### config.mk
export PLATFORM = sky130hd
export DESIGN_NAME = io_port_timer_ctrl
export DESIGN_NICKNAME = d
export VERILOG_FILES = /design/src/io_ctrl_pkg.sv /design/src/timer_cascade.sv /design/src/io_port_timer_ctrl.sv
export SDC_FILE = /design/constraint.sdc
export NUM_CORES = 1
export LEC_CHECK = 0
export CAP_MARGIN = 10
export CORE_UTILIZATION = 60
export DETAILED_ROUTE_END_ITERATION = 8
export DONT_BUFFER_PORTS = 1
export GPL_TIMING_DRIVEN = 0
export PLACE_DENSITY_LB_ADDON = 0.08
export SYNTH_ARGS = -nofsm -noshare
export SYNTH_HDL_FRONTEND = slang
export SYNTH_HIERARCHICAL = 1
export SYNTH_SLANG_ARGS = --single-unit
### constraint.sdc
create_clock -name clk -period 2.6 [get_ports clk]
set_clock_uncertainty 0.15 [all_clocks]
set_input_delay 0.13 -clock clk [delete_from_list [all_inputs] [get_ports clk]]
set_output_delay 0.13 -clock clk [all_outputs]
set_load 0.1 [all_outputs]
### src/io_ctrl_pkg.sv
// Constants for the I/O port and timer cascade control register
//
// Behaviour
// - Power-down with float bit set floats ports
// - Float bit clear keeps ports driving
// - Per-port bits make ports 1-3 inputs
// - Cascade bit chains timers into 32 bits
// - Cascade carry sets timer 1 overflow flag
// - Float applies to both power-down kinds
package io_ctrl_pkg;

	// -----------------------------------------------------------------
	// Register map
	// -----------------------------------------------------------------
	localparam logic [7:0] ADDR_IO_PORT_TIMER_CONTROL = 8'hf8;
	localparam logic [7:0] ADDR_INT_STATUS = 8'hf9;
	localparam logic [7:0] ADDR_INT_MASK = 8'hfa;
	localparam logic [7:0] ADDR_TIMER0_LO = 8'hfb;
	localparam logic [7:0] ADDR_TIMER0_HI = 8'hfc;
	localparam logic [7:0] ADDR_TIMER1_LO = 8'hfd;
	localparam logic [7:0] ADDR_TIMER1_HI = 8'hfe;

	// -----------------------------------------------------------------
	// Field positions
	// -----------------------------------------------------------------
	localparam int BIT_FLOAT = 0;
	localparam int BIT_PORT1_HIGH_IMPEDANCE = 1;
	localparam int BIT_PORT2_HIGH_IMPEDANCE = 2;
	localparam int BIT_PORT3_HIGH_IMPEDANCE = 3;
	localparam int BIT_PULLUP_DIS = 4;
	localparam int BIT_SERIAL_FRAMING_ERROR_FLAG = 5;
	localparam int BIT_CASCADE = 6;
	localparam int IRQ_SERIAL_FRAMING_ERROR_FLAG = 0;
	localparam int IRQ_TF1 = 1;

	// -----------------------------------------------------------------
	// Reset values and masks
	// -----------------------------------------------------------------
	localparam logic [7:0] CTRL_RESET = 8'h00;
	localparam logic [7:0] CTRL_WMASK = 8'h5f;
	localparam logic [7:0] MASK_RESET = 8'h00;
	localparam logic [7:0] IRQ_BITS = 8'h03;

endpackage

### src/timer_cascade.sv
// Two 16-bit timers, optionally chained into one 32-bit counter
`timescale 1ns/1ps
`default_nettype none
module timer_cascade #(
	parameter int WIDTH = 16
) (
	input wire logic clk,
	input wire logic srst,
	input wire logic cascade,
	input wire logic run0,
	input wire logic run1,
	input wire logic [1:0] load,
	input wire logic [2*WIDTH-1:0] load_val,
	output logic [WIDTH-1:0] count0_r,
	output logic [WIDTH-1:0] count1_r,
	output logic carry1
);
	if (WIDTH < 2) begin : g_width_chk
		$error("timer width too small");
	end

	// -----------------------------------------------------------------
	// Counting
	// -----------------------------------------------------------------
	logic carry0;
	logic inc1;
	logic [WIDTH-1:0] count0_nxt;
	logic [WIDTH-1:0] count1_nxt;

	assign carry0 = run0 && (&count0_r);
	// Chained: timer 1 advances only on timer 0 carry
	assign inc1 = cascade ? carry0 : run1;
	assign carry1 = inc1 && (&count1_r);
	assign count0_nxt = load[0] ? load_val[WIDTH-1:0] :
		(run0 ? count0_r + 1'b1 : count0_r);
	assign count1_nxt = load[1] ? load_val[2*WIDTH-1:WIDTH] :
		(inc1 ? count1_r + 1'b1 : count1_r);

	always_ff @(posedge clk) begin
		if (srst) begin
			count0_r <= '0;
			count1_r <= '0;
		end else begin
			count0_r <= count0_nxt;
			count1_r <= count1_nxt;
		end
	end

	chain_step_a: assert property (@(posedge clk) disable iff (srst)
		cascade && !load[1] && !carry0 |=> $stable(count1_r))
		else $error("timer 1 moved without carry in cascade");
endmodule // timer_cascade
`default_nettype wire

### src/io_port_timer_ctrl.sv
// I/O port float, high-impedance and timer cascade control register
`timescale 1ns/1ps
`default_nettype none
module io_port_timer_ctrl
	import io_ctrl_pkg::*;
#(
	parameter int TIMER_WIDTH = 16
) (
	input wire logic clk,
	input wire logic srst,
	input wire logic [7:0] addr,
	input wire logic [7:0] wdata,
	input wire logic wr,
	input wire logic rd,
	output logic [7:0] rdata,
	input wire logic software_power_down,
	input wire logic hardware_power_down,
	input wire logic framing_error,
	input wire logic timer0_run,
	input wire logic timer1_run,
	input wire logic timer1_flag_clear,
	output logic timer1_overflow_flag,
	input wire logic [7:0] port0_out,
	input wire logic [7:0] port1_out,
	input wire logic [7:0] port2_out,
	input wire logic [7:0] port3_out,
	output logic [7:0] port0_o,
	output logic [7:0] port1_o,
	output logic [7:0] port2_o,
	output logic [7:0] port3_o,
	output logic [3:0] port_oe,
	output logic pullup_disable,
	output logic irq
);
	if (TIMER_WIDTH != 16) begin : g_width_chk
		$error("only 16-bit timers fit the byte register map");
	end

	// -----------------------------------------------------------------
	// Input synchroniser for the hardware power-down request pin
	// -----------------------------------------------------------------
	// Only the second stage feeds logic; the first may be metastable
	logic hpd_s1_r;
	logic hpd_s2_r;
	always_ff @(posedge clk) begin
		if (srst) begin
			hpd_s1_r <= 1'b0;
			hpd_s2_r <= 1'b0;
		end else begin
			hpd_s1_r <= hardware_power_down;
			hpd_s2_r <= hpd_s1_r;
		end
	end

	// -----------------------------------------------------------------
	// Address decode
	// -----------------------------------------------------------------
	function automatic logic hit(input logic [7:0] a, input logic [7:0] r);
		hit = (a == r);
	endfunction

	logic sel_ctrl;
	logic sel_stat;
	logic sel_mask;
	logic [3:0] sel_tmr;
	assign sel_ctrl = hit(addr, ADDR_IO_PORT_TIMER_CONTROL);
	assign sel_stat = hit(addr, ADDR_INT_STATUS);
	assign sel_mask = hit(addr, ADDR_INT_MASK);
	assign sel_tmr = {hit(addr, ADDR_TIMER1_HI), hit(addr, ADDR_TIMER1_LO),
		hit(addr, ADDR_TIMER0_HI), hit(addr, ADDR_TIMER0_LO)};

	// -----------------------------------------------------------------
	// Control register
	// -----------------------------------------------------------------
	logic [7:0] ctrl_r;
	logic [7:0] ctrl_nxt;
	logic serial_framing_error_flag_r;
	logic serial_framing_error_flag_nxt;
	// Bit 7 and the error flag are not writable
	assign ctrl_nxt = (wr && sel_ctrl) ? (wdata & CTRL_WMASK) : ctrl_r;
	// Software may only clear the flag; a set wins over that clear
	assign serial_framing_error_flag_nxt = framing_error ? 1'b1 :
		((wr && sel_ctrl && !wdata[BIT_SERIAL_FRAMING_ERROR_FLAG]) ? 1'b0 : serial_framing_error_flag_r);

	always_ff @(posedge clk) begin
		if (srst) begin
			ctrl_r <= CTRL_RESET;
			serial_framing_error_flag_r <= 1'b0;
		end else begin
			ctrl_r <= ctrl_nxt;
			serial_framing_error_flag_r <= serial_framing_error_flag_nxt;
		end
	end

	// -----------------------------------------------------------------
	// Port drive control
	// -----------------------------------------------------------------
	logic power_down;
	logic float_all;
	assign power_down = software_power_down || hpd_s2_r;
	assign float_all = power_down && ctrl_r[BIT_FLOAT];
	assign port_oe[0] = !float_all;
	assign port_oe[1] = !float_all && !ctrl_r[BIT_PORT1_HIGH_IMPEDANCE];
	assign port_oe[2] = !float_all && !ctrl_r[BIT_PORT2_HIGH_IMPEDANCE];
	assign port_oe[3] = !float_all && !ctrl_r[BIT_PORT3_HIGH_IMPEDANCE];
	assign pullup_disable = ctrl_r[BIT_PULLUP_DIS];

	// Registered so the port data only ever changes on a clock edge
	always_ff @(posedge clk) begin
		if (srst) begin
			port0_o <= 8'h00;
			port1_o <= 8'h00;
			port2_o <= 8'h00;
			port3_o <= 8'h00;
		end else begin
			port0_o <= port0_out;
			port1_o <= port1_out;
			port2_o <= port2_out;
			port3_o <= port3_out;
		end
	end

	// -----------------------------------------------------------------
	// Timers
	// -----------------------------------------------------------------
	logic [TIMER_WIDTH-1:0] cnt0;
	logic [TIMER_WIDTH-1:0] cnt1;
	logic carry1;
	logic [1:0] tload;
	logic [2*TIMER_WIDTH-1:0] tload_val;
	// Byte writes reload one half; the other byte keeps its count
	assign tload = {sel_tmr[3] | sel_tmr[2], sel_tmr[1] | sel_tmr[0]} &
		{2{wr}};
	assign tload_val = {sel_tmr[3] ? wdata : cnt1[15:8],
		sel_tmr[2] ? wdata : cnt1[7:0],
		sel_tmr[1] ? wdata : cnt0[15:8],
		sel_tmr[0] ? wdata : cnt0[7:0]};

	timer_cascade #(
		.WIDTH(TIMER_WIDTH)
	) u_timer (
		.clk(clk),
		.srst(srst),
		.cascade(ctrl_r[BIT_CASCADE]),
		.run0(timer0_run),
		.run1(timer1_run),
		.load(tload),
		.load_val(tload_val),
		.count0_r(cnt0),
		.count1_r(cnt1),
		.carry1(carry1)
	);

	logic tf1_r;
	logic tf1_nxt;
	// Carry of timer 1 (32-bit carry when chained) beats a clear
	assign tf1_nxt = carry1 ? 1'b1 : (timer1_flag_clear ? 1'b0 : tf1_r);
	always_ff @(posedge clk) begin
		if (srst) begin
			tf1_r <= 1'b0;
		end else begin
			tf1_r <= tf1_nxt;
		end
	end
	assign timer1_overflow_flag = tf1_r;

	// -----------------------------------------------------------------
	// Interrupt status and mask
	// -----------------------------------------------------------------
	logic [7:0] stat_r;
	logic [7:0] stat_nxt;
	logic [7:0] mask_r;
	logic [7:0] mask_nxt;
	logic [7:0] stat_set;
	logic stat_rd;
	assign stat_set = {6'b00_0000, carry1, framing_error};
	assign stat_rd = rd && sel_stat;
	// Read clears, but an event in the read cycle stays set
	assign stat_nxt = ((stat_rd ? 8'h00 : stat_r) | stat_set) & IRQ_BITS;
	assign mask_nxt = (wr && sel_mask) ? (wdata & IRQ_BITS) : mask_r;

	always_ff @(posedge clk) begin
		if (srst) begin
			stat_r <= 8'h00;
			mask_r <= MASK_RESET;
		end else begin
			stat_r <= stat_nxt;
			mask_r <= mask_nxt;
		end
	end
	assign irq = |(stat_r & mask_r);

	// -----------------------------------------------------------------
	// Read data
	// -----------------------------------------------------------------
	logic [7:0] ctrl_view;
	logic [7:0] rd_mux;
	always_comb begin
		ctrl_view = ctrl_r;
		ctrl_view[BIT_SERIAL_FRAMING_ERROR_FLAG] = serial_framing_error_flag_r;
	end
	assign rd_mux = sel_ctrl ? ctrl_view :
		sel_stat ? stat_r :
		sel_mask ? mask_r :
		sel_tmr[0] ? cnt0[7:0] :
		sel_tmr[1] ? cnt0[15:8] :
		sel_tmr[2] ? cnt1[7:0] :
		sel_tmr[3] ? cnt1[15:8] : 8'h00;

	always_ff @(posedge clk) begin
		if (srst) begin
			rdata <= 8'h00;
		end else begin
			rdata <= rd ? rd_mux : 8'h00;
		end
	end

	// -----------------------------------------------------------------
	// Checks
	// -----------------------------------------------------------------
	float_pd_a: assert property (@(posedge clk) disable iff (srst)
		software_power_down && ctrl_r[BIT_FLOAT] |-> port_oe == 4'h0)
		else $error("ports not floated in power-down");
	drive_on_a: assert property (@(posedge clk) disable iff (srst)
		!ctrl_r[BIT_FLOAT] |-> port_oe[0])
		else $error("port 0 floated with float bit clear");
	port_hz_a: assert property (@(posedge clk) disable iff (srst)
		ctrl_r[BIT_PORT2_HIGH_IMPEDANCE] |-> !port_oe[2])
		else $error("port 2 driving while high impedance");
	port_hz1_a: assert property (@(posedge clk) disable iff (srst)
		ctrl_r[BIT_PORT1_HIGH_IMPEDANCE] |-> !port_oe[1])
		else $error("port 1 driving while high impedance");
	port_hz3_a: assert property (@(posedge clk) disable iff (srst)
		ctrl_r[BIT_PORT3_HIGH_IMPEDANCE] |-> !port_oe[3])
		else $error("port 3 driving while high impedance");
	drive_all_a: assert property (@(posedge clk) disable iff (srst)
		!ctrl_r[BIT_FLOAT] && ctrl_r[BIT_PORT3_HIGH_IMPEDANCE:BIT_PORT1_HIGH_IMPEDANCE] == 3'h0
		|-> port_oe == 4'hf)
		else $error("port floated with float bit clear");
	hw_float_a: assert property (@(posedge clk) disable iff (srst)
		hpd_s2_r && ctrl_r[BIT_FLOAT] |-> port_oe == 4'h0)
		else $error("synced hardware power-down left ports driving");

	hw_pd_a: assert property (@(posedge clk) disable iff (srst)
		$rose(hardware_power_down) && ctrl_r[BIT_FLOAT]
		##1 ctrl_r[BIT_FLOAT] ##1 ctrl_r[BIT_FLOAT] && hardware_power_down
		|-> port_oe == 4'h0)
		else $error("hardware power-down did not float ports");
	chain_carry_a: assert property (@(posedge clk) disable iff (srst)
		ctrl_r[BIT_CASCADE] && timer0_run && (&cnt0) && (&cnt1)
		&& tload == 2'b00 |=> tf1_r)
		else $error("32-bit carry did not set overflow flag");
	serial_framing_error_flag_set_a: assert property (@(posedge clk) disable iff (srst)
		framing_error |=> serial_framing_error_flag_r && stat_r[IRQ_SERIAL_FRAMING_ERROR_FLAG])
		else $error("framing error not flagged");
	cascade_hold_a: assert property (@(posedge clk) disable iff (srst)
		ctrl_r[BIT_CASCADE] && !timer0_run && tload == 2'b00
		|=> $stable(cnt1))
		else $error("cascaded timer 1 counted alone");
	tf1_hold_a: assert property (@(posedge clk) disable iff (srst)
		tf1_r && !timer1_flag_clear |=> tf1_r)
		else $error("overflow flag dropped without clear");
	stat_tf1_a: assert property (@(posedge clk) disable iff (srst)
		carry1 |=> tf1_r && stat_r[IRQ_TF1])
		else $error("timer carry not recorded");

	// Sticky flags: nothing but their own clear may drop them
	stat_sticky_a: assert property (@(posedge clk) disable iff (srst)
		stat_r[IRQ_TF1] && !stat_rd |=> stat_r[IRQ_TF1])
		else $error("status bit dropped without a read");
	serial_framing_error_flag_hold_a: assert property (@(posedge clk) disable iff (srst)
		serial_framing_error_flag_r && !(wr && sel_ctrl) |=> serial_framing_error_flag_r)
		else $error("framing flag dropped without a write");

	rd_idle_a: assert property (@(posedge clk) disable iff (srst)
		!rd |=> rdata == 8'h00)
		else $error("read data outside its read cycle");
	unmapped_rd_a: assert property (@(posedge clk) disable iff (srst)
		rd && !sel_ctrl && !sel_stat && !sel_mask && sel_tmr == 4'h0
		|=> rdata == 8'h00)
		else $error("unmapped address read non-zero");
	mask_wr_a: assert property (@(posedge clk) disable iff (srst)
		wr && sel_mask |=> mask_r == ($past(wdata) & IRQ_BITS))
		else $error("mask write not taken");
	ctrl_rsvd_a: assert property (@(posedge clk) disable iff (srst)
		rd && sel_ctrl |=> !rdata[7])
		else $error("reserved control bit read non-zero");
	rd_data_a: assert property (@(posedge clk) disable iff (srst)
		rd && sel_mask |=> rdata == $past(mask_r))
		else $error("mask read back wrong");
	irq_lvl_a: assert property (@(posedge clk) disable iff (srst)
		framing_error && mask_r[IRQ_SERIAL_FRAMING_ERROR_FLAG] && !(wr && sel_mask) |=> irq)
		else $error("unmasked event raised no interrupt");

	pd_float_c: cover property (@(posedge clk) disable iff (srst)
		float_all ##1 !float_all);
	chain_wrap_c: cover property (@(posedge clk) disable iff (srst)
		ctrl_r[BIT_CASCADE] && carry1);
	serial_framing_error_flag_irq_c: cover property (@(posedge clk) disable iff (srst)
		framing_error ##1 irq);
	hw_float_c: cover property (@(posedge clk) disable iff (srst)
		hpd_s2_r && float_all);
	tf1_clear_c: cover property (@(posedge clk) disable iff (srst)
		tf1_r && timer1_flag_clear ##1 !tf1_r);
endmodule // io_port_timer_ctrl
`default_nettype wire

; ---- Word level (Yosys, flattened, before mapping)
; Index checks and enable logic that the tools add are counted.
[totals]
output_inout_bits = 47
elab_cells = 86
in_bits = 58
reg_bits = 86
[classes]
bitwise = 6
addsub = 2
reduce_logical = 29
mux = 21
eq_ne = 11
[op_table]
columns = operator, count
row1 = 8-bit two-way mux, 10
row2 = 16-bit two-way mux, 4
row3 = 8-bit == test (second input constant), 7
row4 = 16-bit by 1-bit adder with 16-bit output (second input constant), 2
row5 = 16-bit AND reduction, 2
row6 = 1-bit logical AND, 10
row7 = 2-bit inequality test (second input constant), 4
row8 = 2-bit AND reduction, 4
row9 = 2-bit nonzero test, 4
row10 = 8-bit OR reduction, 1
row11 = 7-bit two-way mux, 1
row12 = 1-bit logical NOT, 5
row13 = 1-bit two-way mux, 5
row14 = 2-bit bitwise AND, 2
row15 = 3-bit OR reduction, 1
row16 = 2-bit two-way mux, 1
row17 = 1-bit bitwise OR, 2
row18 = 2-bit bitwise OR, 1
row19 = 2-bit OR reduction, 1
row20 = 1-bit logical OR, 1
row21 = 1-bit NOT, 1

; ---- Depth between registers and ports, before layout
; Gate-level depths: netlist (run 1).
[depth]
word_depth = 8
ltp_mapped = 11
mapped_depth_nobuf = 8

; ---- Hierarchy
; The synthesis (run 1) kept the hierarchy.
[by_module_without_submodules]
columns = module, seq_area_each_um2, cells_per_inst, area_per_inst_um2, n_inst
row1 = io_port_timer_ctrl, 1081.0, 258, 2529.9, 1
row2 = timer_cascade, 640.6, 228, 1829.3, 1

; ---- Worst setup path after synthesis (run 1)
; No wires, ideal clock.
[synth_timing]
path_kind = input-to-reg
start = input addr[6]
end = register u_timer.count1_r[5]
arrival_time_ps = 2062
stages = 9
slack_ps = 274
n_path_buf = 2
setup_time_ps = 114
t_required_ps = 2336
path_cell_list = nand2_1 -> or2_1 -> buf_2 -> nor3_4 -> o21a_1 -> clkbuf_1 -> clkinv_1 -> and4_1 -> a2111oi_0
[synth_via]
elab_chain_cells = 5
elab_cells_between_ends = 8
cone_classes = eq/ne: 3 / mux: 1 / bitwise: 2 / reduce/logical: 2
[synth_lines]
columns = element, line
row1 = start: declaration, io_port_timer_ctrl.sv:11  ; input wire logic [7:0] addr,
row2 = 8-bit == test, io_port_timer_ctrl.sv:59  ; hit = (a == r);
row3 = 1-bit bitwise OR (*), io_port_timer_ctrl.sv:132  ; assign tload = {sel_tmr[3] | sel_tmr[2], sel_tmr[1] | sel_tmr[0]} &
row4 = 2-bit bitwise AND (*), io_port_timer_ctrl.sv:132
row5 = net tload[1], io_port_timer_ctrl.sv:129  ; logic [1:0] tload;
row6 = 2-bit inequality test (no source line) or 2-bit nonzero test (tied branches), n/a
row7 = 2-bit AND reduction (no source line), n/a
row8 = end signal: assignment, timer_cascade.sv:45  ; count1_r <= count1_nxt;
row9 = end: declaration, timer_cascade.sv:15  ; output logic [WIDTH-1:0] count1_r,
; Mark *: on every way through the listed nets, which the timed path passes. The rest lies on a longest branch.
; A chain may end at the register's enable or synchronous reset.

; ---- Worst setup path in the final report (run 1)
[layout_timing]
start = register u_timer.count0_r[0]
end = register u_timer.count1_r[7]
[layout_via]
elab_chain_cells = 5
[layout_lines]
columns = element, line
row1 = start: declaration, timer_cascade.sv:14  ; output logic [WIDTH-1:0] count0_r,
row2 = start signal: assignment, timer_cascade.sv:44  ; count0_r <= count0_nxt;
row3 = 16-bit AND reduction, timer_cascade.sv:30  ; assign carry0 = run0 && (&count0_r);
row4 = 1-bit logical AND, timer_cascade.sv:30
row5 = 1-bit two-way mux, timer_cascade.sv:32  ; assign inc1 = cascade ? carry0 : run1;
row6 = 2-bit nonzero test (no source line), n/a
row7 = 2-bit AND reduction (no source line), n/a
; No other way between the ends.

==> results of run 1 <==
-- flip-flops by register name, indices dropped and copies added, names as in the netlist --
| register | flops |
|---|---|
| u_timer/count0_r | 16 |
| u_timer/count1_r | 16 |
| port0_o | 8 |
| port1_o | 8 |
| port2_o | 8 |
| port3_o | 8 |
| rdata | 8 |
| ctrl_r | 6 |
| mask_r | 2 |
| stat_r | 2 |
| hpd_s1_r | 1 |
| hpd_s2_r | 1 |
| serial_framing_error_flag_r | 1 |
| timer1_overflow_flag | 1 |
-- layout by cell type (no fill, tap or decap), types with 8 or more instances in the layout --
master          n
nor2_1         49
inv_1          17
a211oi_1       12
xor2_1         14
nor2b_1        39
clkbuf_1       23
nand2_1        31
nand3_1        12
dfxtp_1        86
and3_1          8
dlygate4sd3_1  54
nand4_1         8
mux2_2         34
mux2i_1        18
clkbuf_8        9
a21oi_1        10
-- synthesized netlist by cell type, types with 3 or more instances --
cell       number  area (um2)
a311oi_1        7       61.31
a211oi_1       12       90.09
o221ai_1        7       61.31
mux2i_1        18       180.2
o211ai_1        3       22.52
and3_1          8       50.05
or3_1           5       31.28
o22ai_1         5       31.28
o21ai_0         7       35.03
a21oi_1        10       50.05
xnor2_1         3       26.28
a2111oi_0       4       35.03
buf_2           6       30.03
clkbuf_1       24       90.09
and2_1          3       18.77
nor2_1         52       195.2
a21o_1          7       52.55
and4_1          6       52.55
dfxtp_1        86        1722
a31oi_1         3       18.77
nor2b_1        39       244.0
nand3_1        12       60.06
mux2_2         34       382.9
nor3_1          8       40.04
nand4_1         8       50.05
o21a_1          4       30.03
nand2_1        31       116.4
xor2_1         14       122.6
or4_1           3       22.52
nand2b_1        5       31.28
a32oi_1         5       43.79
inv_1          17       63.81
-- metrics by stage --
step / std cells / utilization (%)
5_1_grt: 653 / 76.16
3_3_place_gp: 582 / 64.86
6_report: 653 / 76.16
2_1_floorplan: 486 / -
4_1_cts: 654 / 76.16
3_5_place_dp: 582 / 64.96
-- power groups by stage --
| stage | clock, mW | combinational (mW) | sequential, mW |
|---|---|---|---|
| 5_1_grt | 1.09 | 0.252 | 1.58 |
| 2_1_floorplan | 0 | 0.123 | 1.60 |
| 6_report | 1.03 | 0.235 | 1.58 |
| 3_3_place_gp | 0 | 0.147 | 1.61 |
| 4_1_cts | 1.01 | 0.223 | 1.58 |
| 3_5_place_dp | 0 | 0.151 | 1.60 |
-- path summary, 6_finish.rpt --
kind / endpoint / cells past startpoint / slack [ns] / startpoint
worst max-delay path: u_timer/count1_r[7] / 7 / 0.13 / u_timer/count0_r[0]
worst min-delay path: u_timer/count0_r[15] / 3 / -0.005 / wdata[7]
worst max register to register: u_timer/count1_r[7] / 7 / 0.13 / u_timer/count0_r[0]
worst min register to register: hpd_s2_r / 1 / 0.33 / hpd_s1_r
-- final cells by class --
type                    count  area share (%)
plain buffers              29           2.212
clock buffers               9           2.355
clock inverters             7           1.689
inverters                  19           1.427
multi-input cells         351           46.74
flip-flops and latches     86           32.73
well taps                  96           2.284
repair buffers             56           10.56
-- critical path: stages, from the launching register on --
cell	delay, ns
dfxtp_1	0.45
ha_1	0.23
nand4_1	0.22
nor4_4	0.31
buf_4	0.18
a21oi_1	0.18
or3_1	0.36
a311oi_1	0.28
-- cells by family after synthesis --
kind of cell             Yosys count  synth area share, %
AO/OA/AOI/OAI                     85                14.38
XOR/XNOR                          17                3.416
adder cells (fa/ha/maj)            2               0.5740
buffers and inverters             49                4.392
flip-flops                        86                39.49
multiplexers                      52                12.92
AND/OR/NAND/NOR                  195                24.83
-- routing by layer --
| layer | part of all wire (%) | track usage, % | wire length (um) | vias up |
|---|---|---|---|---|
| met5 | 0 | 0 | 0 | - |
| met3 | 8.8 | 10.24 | 1146 | 48 |
| met2 | 46 | 56.76 | 6029 | 210 |
| met1 | 41 | 43.09 | 5293 | 1886 |
| li1 | - | - | - | 1876 |
| met4 | 4.1 | 18.48 | 534 | 0 |
-- repair_timing --
item	4_1_cts	5_1_grt
hold endpoints to repair	71	0
pin swaps	1	2
hold buffers	54	0
setup endpoints to repair	1	14
setup buffers	2	0
gates resized for setup	1	1
==> impl_metrics.ini, run 1 <==
[run_status]
outcome = finished, violations left
violations = negative hold slack

[clock_tree]
path_clk_slew_ns = 0.10
cts.sinks = 86
numCtsBuffers = 9
cts_buffer_depth = 2
htreeDepth = 3
root_buffer = clkbuf_8
tritoncts = built
clk-insertion-delay-late_ns = 0.38

[timing]
rsz0062_at_grt = false
period_share_pct = 94.95
hold_viol = 1
tns_ns = 0
worst_pin_slew_ns = 1.084
final-max-slew-violation-count = 0
holdWs_ns = -0.004695
fmax_ghz = 0.4051
fin_crit_ns = 2.469
setup_viol = 0
worst_slack_ns = 0.1312
slew_headroom_pct = 27.65

[detailed_routing]
vias = 4020
ant_nets = 0
remaining_drc_errors = 0
via_per_inst = 6.156
totalWireLength_um = 13000
dr.pass1.iters = 5
wire_per_inst_um = 19.91
initialDrtViolationCount = 437

[synthesis]
yosys_warnings = 6
syn_inst = 486
seq_area_frac_synth_pct = 39.49
ys_ff_latch = 86
ys.flop_type = dfxtp_1
syn-num-nets = 546
ys_types = 54
ys_async_sr_fraction_pct = 0
synth_area_um2 = 4359
avgSynthCellArea_um2 = 8.970
synth-edff-count = 0

[power_and_ir_drop]
p_per_area_nw_per_um2 = 539.5
clockPowerShare_pct = 36.1
p_sw_share_pct = 31.85
peakVddDrop_uv = 459.4
p_leak_nw = 2.002
p_sw_mw = 0.9040
p_total_mw = 2.838
sequentialPowerShare_pct = 55.6
power_frac_comb_pct = 8.3
internal_power_mw = 1.934

[global_routing]
grt_max_degree = 18
first_global_vias = 3849
antenna_found_initial = 0
grtUsageTotal_pct = 35.37
grt_pass1_wl_um = 19870
overflow = 0

[placed_design]
dp_hpwl_um = 7751
post-place-ws_ns = -0.3130
place_area_um2 = 4487
numPortBuffers = 0
gp_congestion = 0.9204

[die]
dieHeight_um = 87.24
core_area_um2 = 6907
initial_core_util_pct = 63.12
dieArea_um2 = 7610
die_w_um = 87.24
num_rows = 30
ios = 105

[worst_setup_path]
endpoint_kind = flop
path_max_fanout = 5
worstPathRequired_ns = 2.74
critical_path_arrival_ns = 2.61
critPathKind = reg2reg
critPathLaunchType = flop

[cells_and_area]
layout-drive-gt1-share_pct = 13.46
fillers = 492
multiInputGateArea_um2 = 2459
syn2layout_area_growth_pct = 20.67
num-nets-final = 612
insertedDiodeCount = 0
stdcell_area_um2 = 5260
regArea_um2 = 1722

[flow_run]
drv_cap = 0

[hold_path]
worst_hold_path_type = in2reg
Note: power is estimated with default switching activity, not from simulation.
==> run 2, diff against run 1 <==
--- a/config.mk
+++ b/config.mk
@@ -9,7 +9,7 @@
 export CORE_UTILIZATION = 60
 export DETAILED_ROUTE_END_ITERATION = 8
 export DONT_BUFFER_PORTS = 1
-export GPL_TIMING_DRIVEN = 0
+export HOLD_SLACK_MARGIN = 0.02
 export PLACE_DENSITY_LB_ADDON = 0.08
 export SYNTH_ARGS = -nofsm -noshare
 export SYNTH_HDL_FRONTEND = slang
==> impl_metrics.ini, run 2 (same netlist as run 1, synthesis figures left out) <==
[run_status]
outcome = finished, final reports clean

[cells_and_area]
regArea_um2 = 1722
fillers = 440
layout.cells.non_filler = 653
multiInputGateArea_um2 = 2454
stdcell_area_um2 = 5400
num-nets-final = 610
postLayoutCoreUtil_pct = 78.19
layout_commonest_cell = dfxtp_1
final_cell_mix = dfxtp_1 (86), dlygate4sd3_1 (69), nor2_1 (49)
syn2layout_area_growth_pct = 23.88
layout-drive-gt1-share_pct = 14.23
reg_top3 = u_timer/count0_r: 16 flops, u_timer/count1_r: 16 flops

[global_routing]
grt_max_degree = 83
overflow = 0
grt_pass1_wl_um = 20800
grtUsageTotal_pct = 37.34
antenna_found_initial = 1
first_global_vias = 3827

[clock_tree]
numCtsBuffers = 9
path_clk_slew_ns = 0.11
clk-insertion-delay-late_ns = 0.37
htreeDepth = 3
root_buffer = clkbuf_8
cts_buffer_depth = 2
cts_setup_buffers = 0
cts.sinks = 86
tritoncts = built

[worst_setup_path]
critical_path_arrival_ns = 2.48
worstPathRequired_ns = 2.71
critPathKind = in2reg
path_max_fanout = 10
critPathLaunchType = input port
endpoint_kind = flop

[power_and_ir_drop]
peakVddDrop_uv = 446.5
p_leak_nw = 2.091
p_total_mw = 2.778
p_per_area_nw_per_um2 = 514.5

[die]
dieArea_um2 = 7610
core_area_um2 = 6907
die_w_um = 87.24
num_rows = 30
ios = 105
initial_core_util_pct = 63.12
dieHeight_um = 87.24

[timing]
slew_headroom_pct = 33.60
fmax_ghz = 0.4219
holdWs_ns = 0.03306
final-max-slew-violation-count = 0
fin_crit_ns = 2.371
tns_ns = 0
rsz0062_at_grt = false
hold_viol = 0
setup_viol = 0
worst_slack_ns = 0.2295
worst_pin_slew_ns = 0.9947
period_share_pct = 91.17

[detailed_routing]
wire_per_inst_um = 20.87
via_per_inst = 6.201
vias = 4049
totalWireLength_um = 13630
dr.pass1.iters = 5
ant_nets = 0
remaining_drc_errors = 0
initialDrtViolationCount = 476

[placed_design]
gp_congestion = 0.9430
post-place-ws_ns = 0.3297
dp_hpwl_um = 7385
place_area_um2 = 4457
dp.cells = 564
numPortBuffers = 0

[hold_path]
worst_hold_path_type = in2reg

[flow_run]
drv_cap = 0
run 2: power breakdown:
part           total (mW)  switching, mW  internal (mW)
Sequential           1.58          0.222           1.35
Clock               0.960          0.580          0.380
Combinational       0.241          0.114          0.127
Total                2.78          0.916           1.86
run 2: critical path, stage by stage:
cell	delay (ns)
or2_4	0.24
dlygate4sd3_1	0.60
nor4_4	0.50
mux2i_1	0.30
dlygate4sd3_1	0.63
nor2_1	0.08
run 2: layout make-up:
cell class	instances	area share, %
flip-flops and latches	86	31.88
repair buffers	83	15.20
clock inverters	7	1.483
multi-input cells	351	45.44
well taps	96	2.224
inverters	19	1.390
diodes	2	0.09268
clock buffers	9	2.294
run 2: repair_timing:
item | 4_1_cts | 5_1_grt
gates resized for setup | 0 | 2
hold buffers | 71 | 0
hold endpoints to repair | 86 | 0
endpoints found under the setup margin | 0 | 22
run 2: final timing paths:
| check | slack, ns | depth (start not counted) | end | start |
|---|---|---|---|---|
| setup / recovery | 0.23 | 6 | ctrl_r[0] | addr[2] |
| hold reg to reg | 0.36 | 1 | hpd_s2_r | hpd_s1_r |
| setup reg to reg | 0.28 | 7 | u_timer/count1_r[5] | u_timer/count0_r[0] |
| hold / removal | 0.03 | 4 | u_timer/count0_r[0] | wr |
run 2: per-layer routing:
metal | global-route usage [%] | up-vias | share of wire (%)
met1 | 44.80 | 1890 | 40
li1 | - | 1870 | -
met3 | 11.28 | 45 | 9.1
met2 | 60.70 | 244 | 47
met5 | 0 | - | 0
met4 | 18.93 | 0 | 4.5
==> run 3, diff against run 2 <==
--- a/config.mk
+++ b/config.mk
@@ -10,7 +10,7 @@
 export DETAILED_ROUTE_END_ITERATION = 8
 export DONT_BUFFER_PORTS = 1
 export HOLD_SLACK_MARGIN = 0.02
-export PLACE_DENSITY_LB_ADDON = 0.08
+export PLACE_DENSITY = 0.83
 export SYNTH_ARGS = -nofsm -noshare
 export SYNTH_HDL_FRONTEND = slang
 export SYNTH_HIERARCHICAL = 1
==> constraint.sdc (replaced) <==
create_clock -name clk -period 2.6 [get_ports clk]
set_clock_uncertainty 0.15 [all_clocks]
set_input_delay 0.26 -clock clk [delete_from_list [all_inputs] [get_ports clk]]
set_output_delay 0.26 -clock clk [all_outputs]
set_load 0.1 [all_outputs]
==> impl_metrics.ini, run 3 (same netlist as run 1, synthesis figures left out) <==
[power_and_ir_drop]
p_sw_mw = 0.8735
internal_power_mw = 1.833
sequentialPowerShare_pct = 58.3
clockPowerShare_pct = 34.0
power_frac_comb_pct = 7.8
p_per_area_nw_per_um2 = 522.8
p_leak_nw = 1.980
peakVddDrop_uv = 457.0
p_sw_share_pct = 32.28

[timing]
period_share_pct = 91.00
fmax_ghz = 0.4226
rsz0062_at_grt = false
hold_viol = 0
final-max-slew-violation-count = 0
tns_ns = 0
worst_pin_slew_ns = 0.9786
fin_crit_ns = 2.366
setup_viol = 0
slew_headroom_pct = 34.67

[detailed_routing]
vias = 4087
initialDrtViolationCount = 442
dr.pass1.iters = 8
remaining_drc_errors = 0
via_per_inst = 6.467
totalWireLength_um = 13200
wire_per_inst_um = 20.88
ant_nets = 0

[cells_and_area]
fillers = 462
num-nets-final = 591
postLayoutCoreUtil_pct = 74.95
layout_commonest_cell = dfxtp_1
syn2layout_area_growth_pct = 18.74
final_cell_mix = dfxtp_1 (86), nor2_1 (49), dlygate4sd3_1 (49)
stdcell_area_um2 = 5176
insertedDiodeCount = 0
layout-drive-gt1-share_pct = 14.93
reg_top3 = u_timer/count0_r: 16 flops, u_timer/count1_r: 16 flops

[global_routing]
first_global_vias = 3819
grtUsageTotal_pct = 35.17
overflow = 0
grt_pass1_wl_um = 20090
antenna_found_initial = 0
grt_max_degree = 82

[clock_tree]
cts_buffer_depth = 2
path_clk_slew_ns = 0.09
numCtsBuffers = 9
cts_setup_buffers = 0
clk-insertion-delay-late_ns = 0.37
root_buffer = clkbuf_8
cts.sinks = 86
tritoncts = built
htreeDepth = 3

[die]
die_w_um = 87.24
initial_core_util_pct = 63.12
core_area_um2 = 6907
ios = 105
dieHeight_um = 87.24
num_rows = 30
dieArea_um2 = 7610

[placed_design]
dp_hpwl_um = 7819
place_area_um2 = 4472
gp_congestion = 0.8985
numPortBuffers = 0

[flow_run]
drv_cap = 0

[worst_setup_path]
worstPathRequired_ns = 2.73
critical_path_arrival_ns = 2.49
critPathLaunchType = flop
endpoint_kind = flop
cp_cell_sequence = ha_1 -> nand4_1 -> nor4_4 -> buf_4 -> a21oi_1 -> or3_1 -> a311oi_1
timing.critical_path.slowest_cell_delay_ns = 0.42
critPathKind = reg2reg
path_max_fanout = 7
slowest_stage = dfxtp_1

[run_status]
outcome = finished, final reports clean

[hold_path]
worst_hold_path_type = in2reg
run 3: changes by cell type in the layout (fill, tap and decap cells not counted), sizes merged:
cell and delta:
diode -2, clkinvlp +1, dlymetal6s4s -1, clkinv -3, dlygate4sd3 -20, buf +2
inv +2
run 3: worst paths after layout:
path | slack, ns | endpoint | cells past startpoint | from
setup / recovery | 0.23 | u_timer/count1_r[7] | 7 | u_timer/count0_r[0]
setup reg to reg | 0.23 | u_timer/count1_r[7] | 7 | u_timer/count0_r[0]
hold / removal | 0.03 | u_timer/count0_r[4] | 3 | wdata[4]
hold reg to reg | 0.33 | hpd_s2_r | 1 | hpd_s1_r
run 3: per-stage QoR:
step	cells	hold slack [ns]	worst slack [ns]	power, mW
2_1_floorplan	486	0.2382	0.1439	1.719
3_3_place_gp	566	0.1856	0.4239	1.708
3_5_place_dp	566	0.1877	0.3278	1.717
4_1_cts	631	0.02798	0.2977	2.675
5_1_grt	632	0.03234	0.04654	2.784
6_report	632	0.02874	0.2339	2.706
run 3: what timing repair did:
item,CTS,global route
hold buffers,49,1
gates resized for setup,0,0
endpoints found under the hold margin,84,1
run 3: cell type report:
class / instances / area [um2] / area share [%]
inverters: 19 / 71.32 / 1.378
repair buffers: 64 / 623.1 / 12.04
clock buffers: 9 / 123.9 / 2.393
flip-flops and latches: 86 / 1722 / 33.26
multi-input cells: 351 / 2454 / 47.40
well taps: 96 / 120.1 / 2.321
clock inverters: 7 / 62.56 / 1.209
run 3: worst max-delay path, delay by kind of cell (launching register included):
kind / cells / cell delay [ns]
buffers and inverters: 1 / 0.22
DFF: 1 / 0.42
AOI/OAI and AO/OA: 2 / 0.41
adders and majority gates: 1 / 0.22
and+or+nand+nor: 3 / 0.85
run 3: power groups by stage:
stage	clock network [mW]	logic, mW	registers (mW)
final	0.920	0.210	1.58
after floorplan	0	0.123	1.60
after detailed placement	0	0.112	1.60
after global placement	0	0.105	1.60
after global routing	0.982	0.223	1.58
after CTS	0.905	0.195	1.57
run 3: layer usage:
metal / vias up / track usage (%) / share of wire [%]
met5: - / 0 / 0
met4: 0 / 13.26 / 3.4
met3: 58 / 10.52 / 12
met2: 284 / 59.41 / 47
met1: 1921 / 42.24 / 38
li1: 1824 / - / -
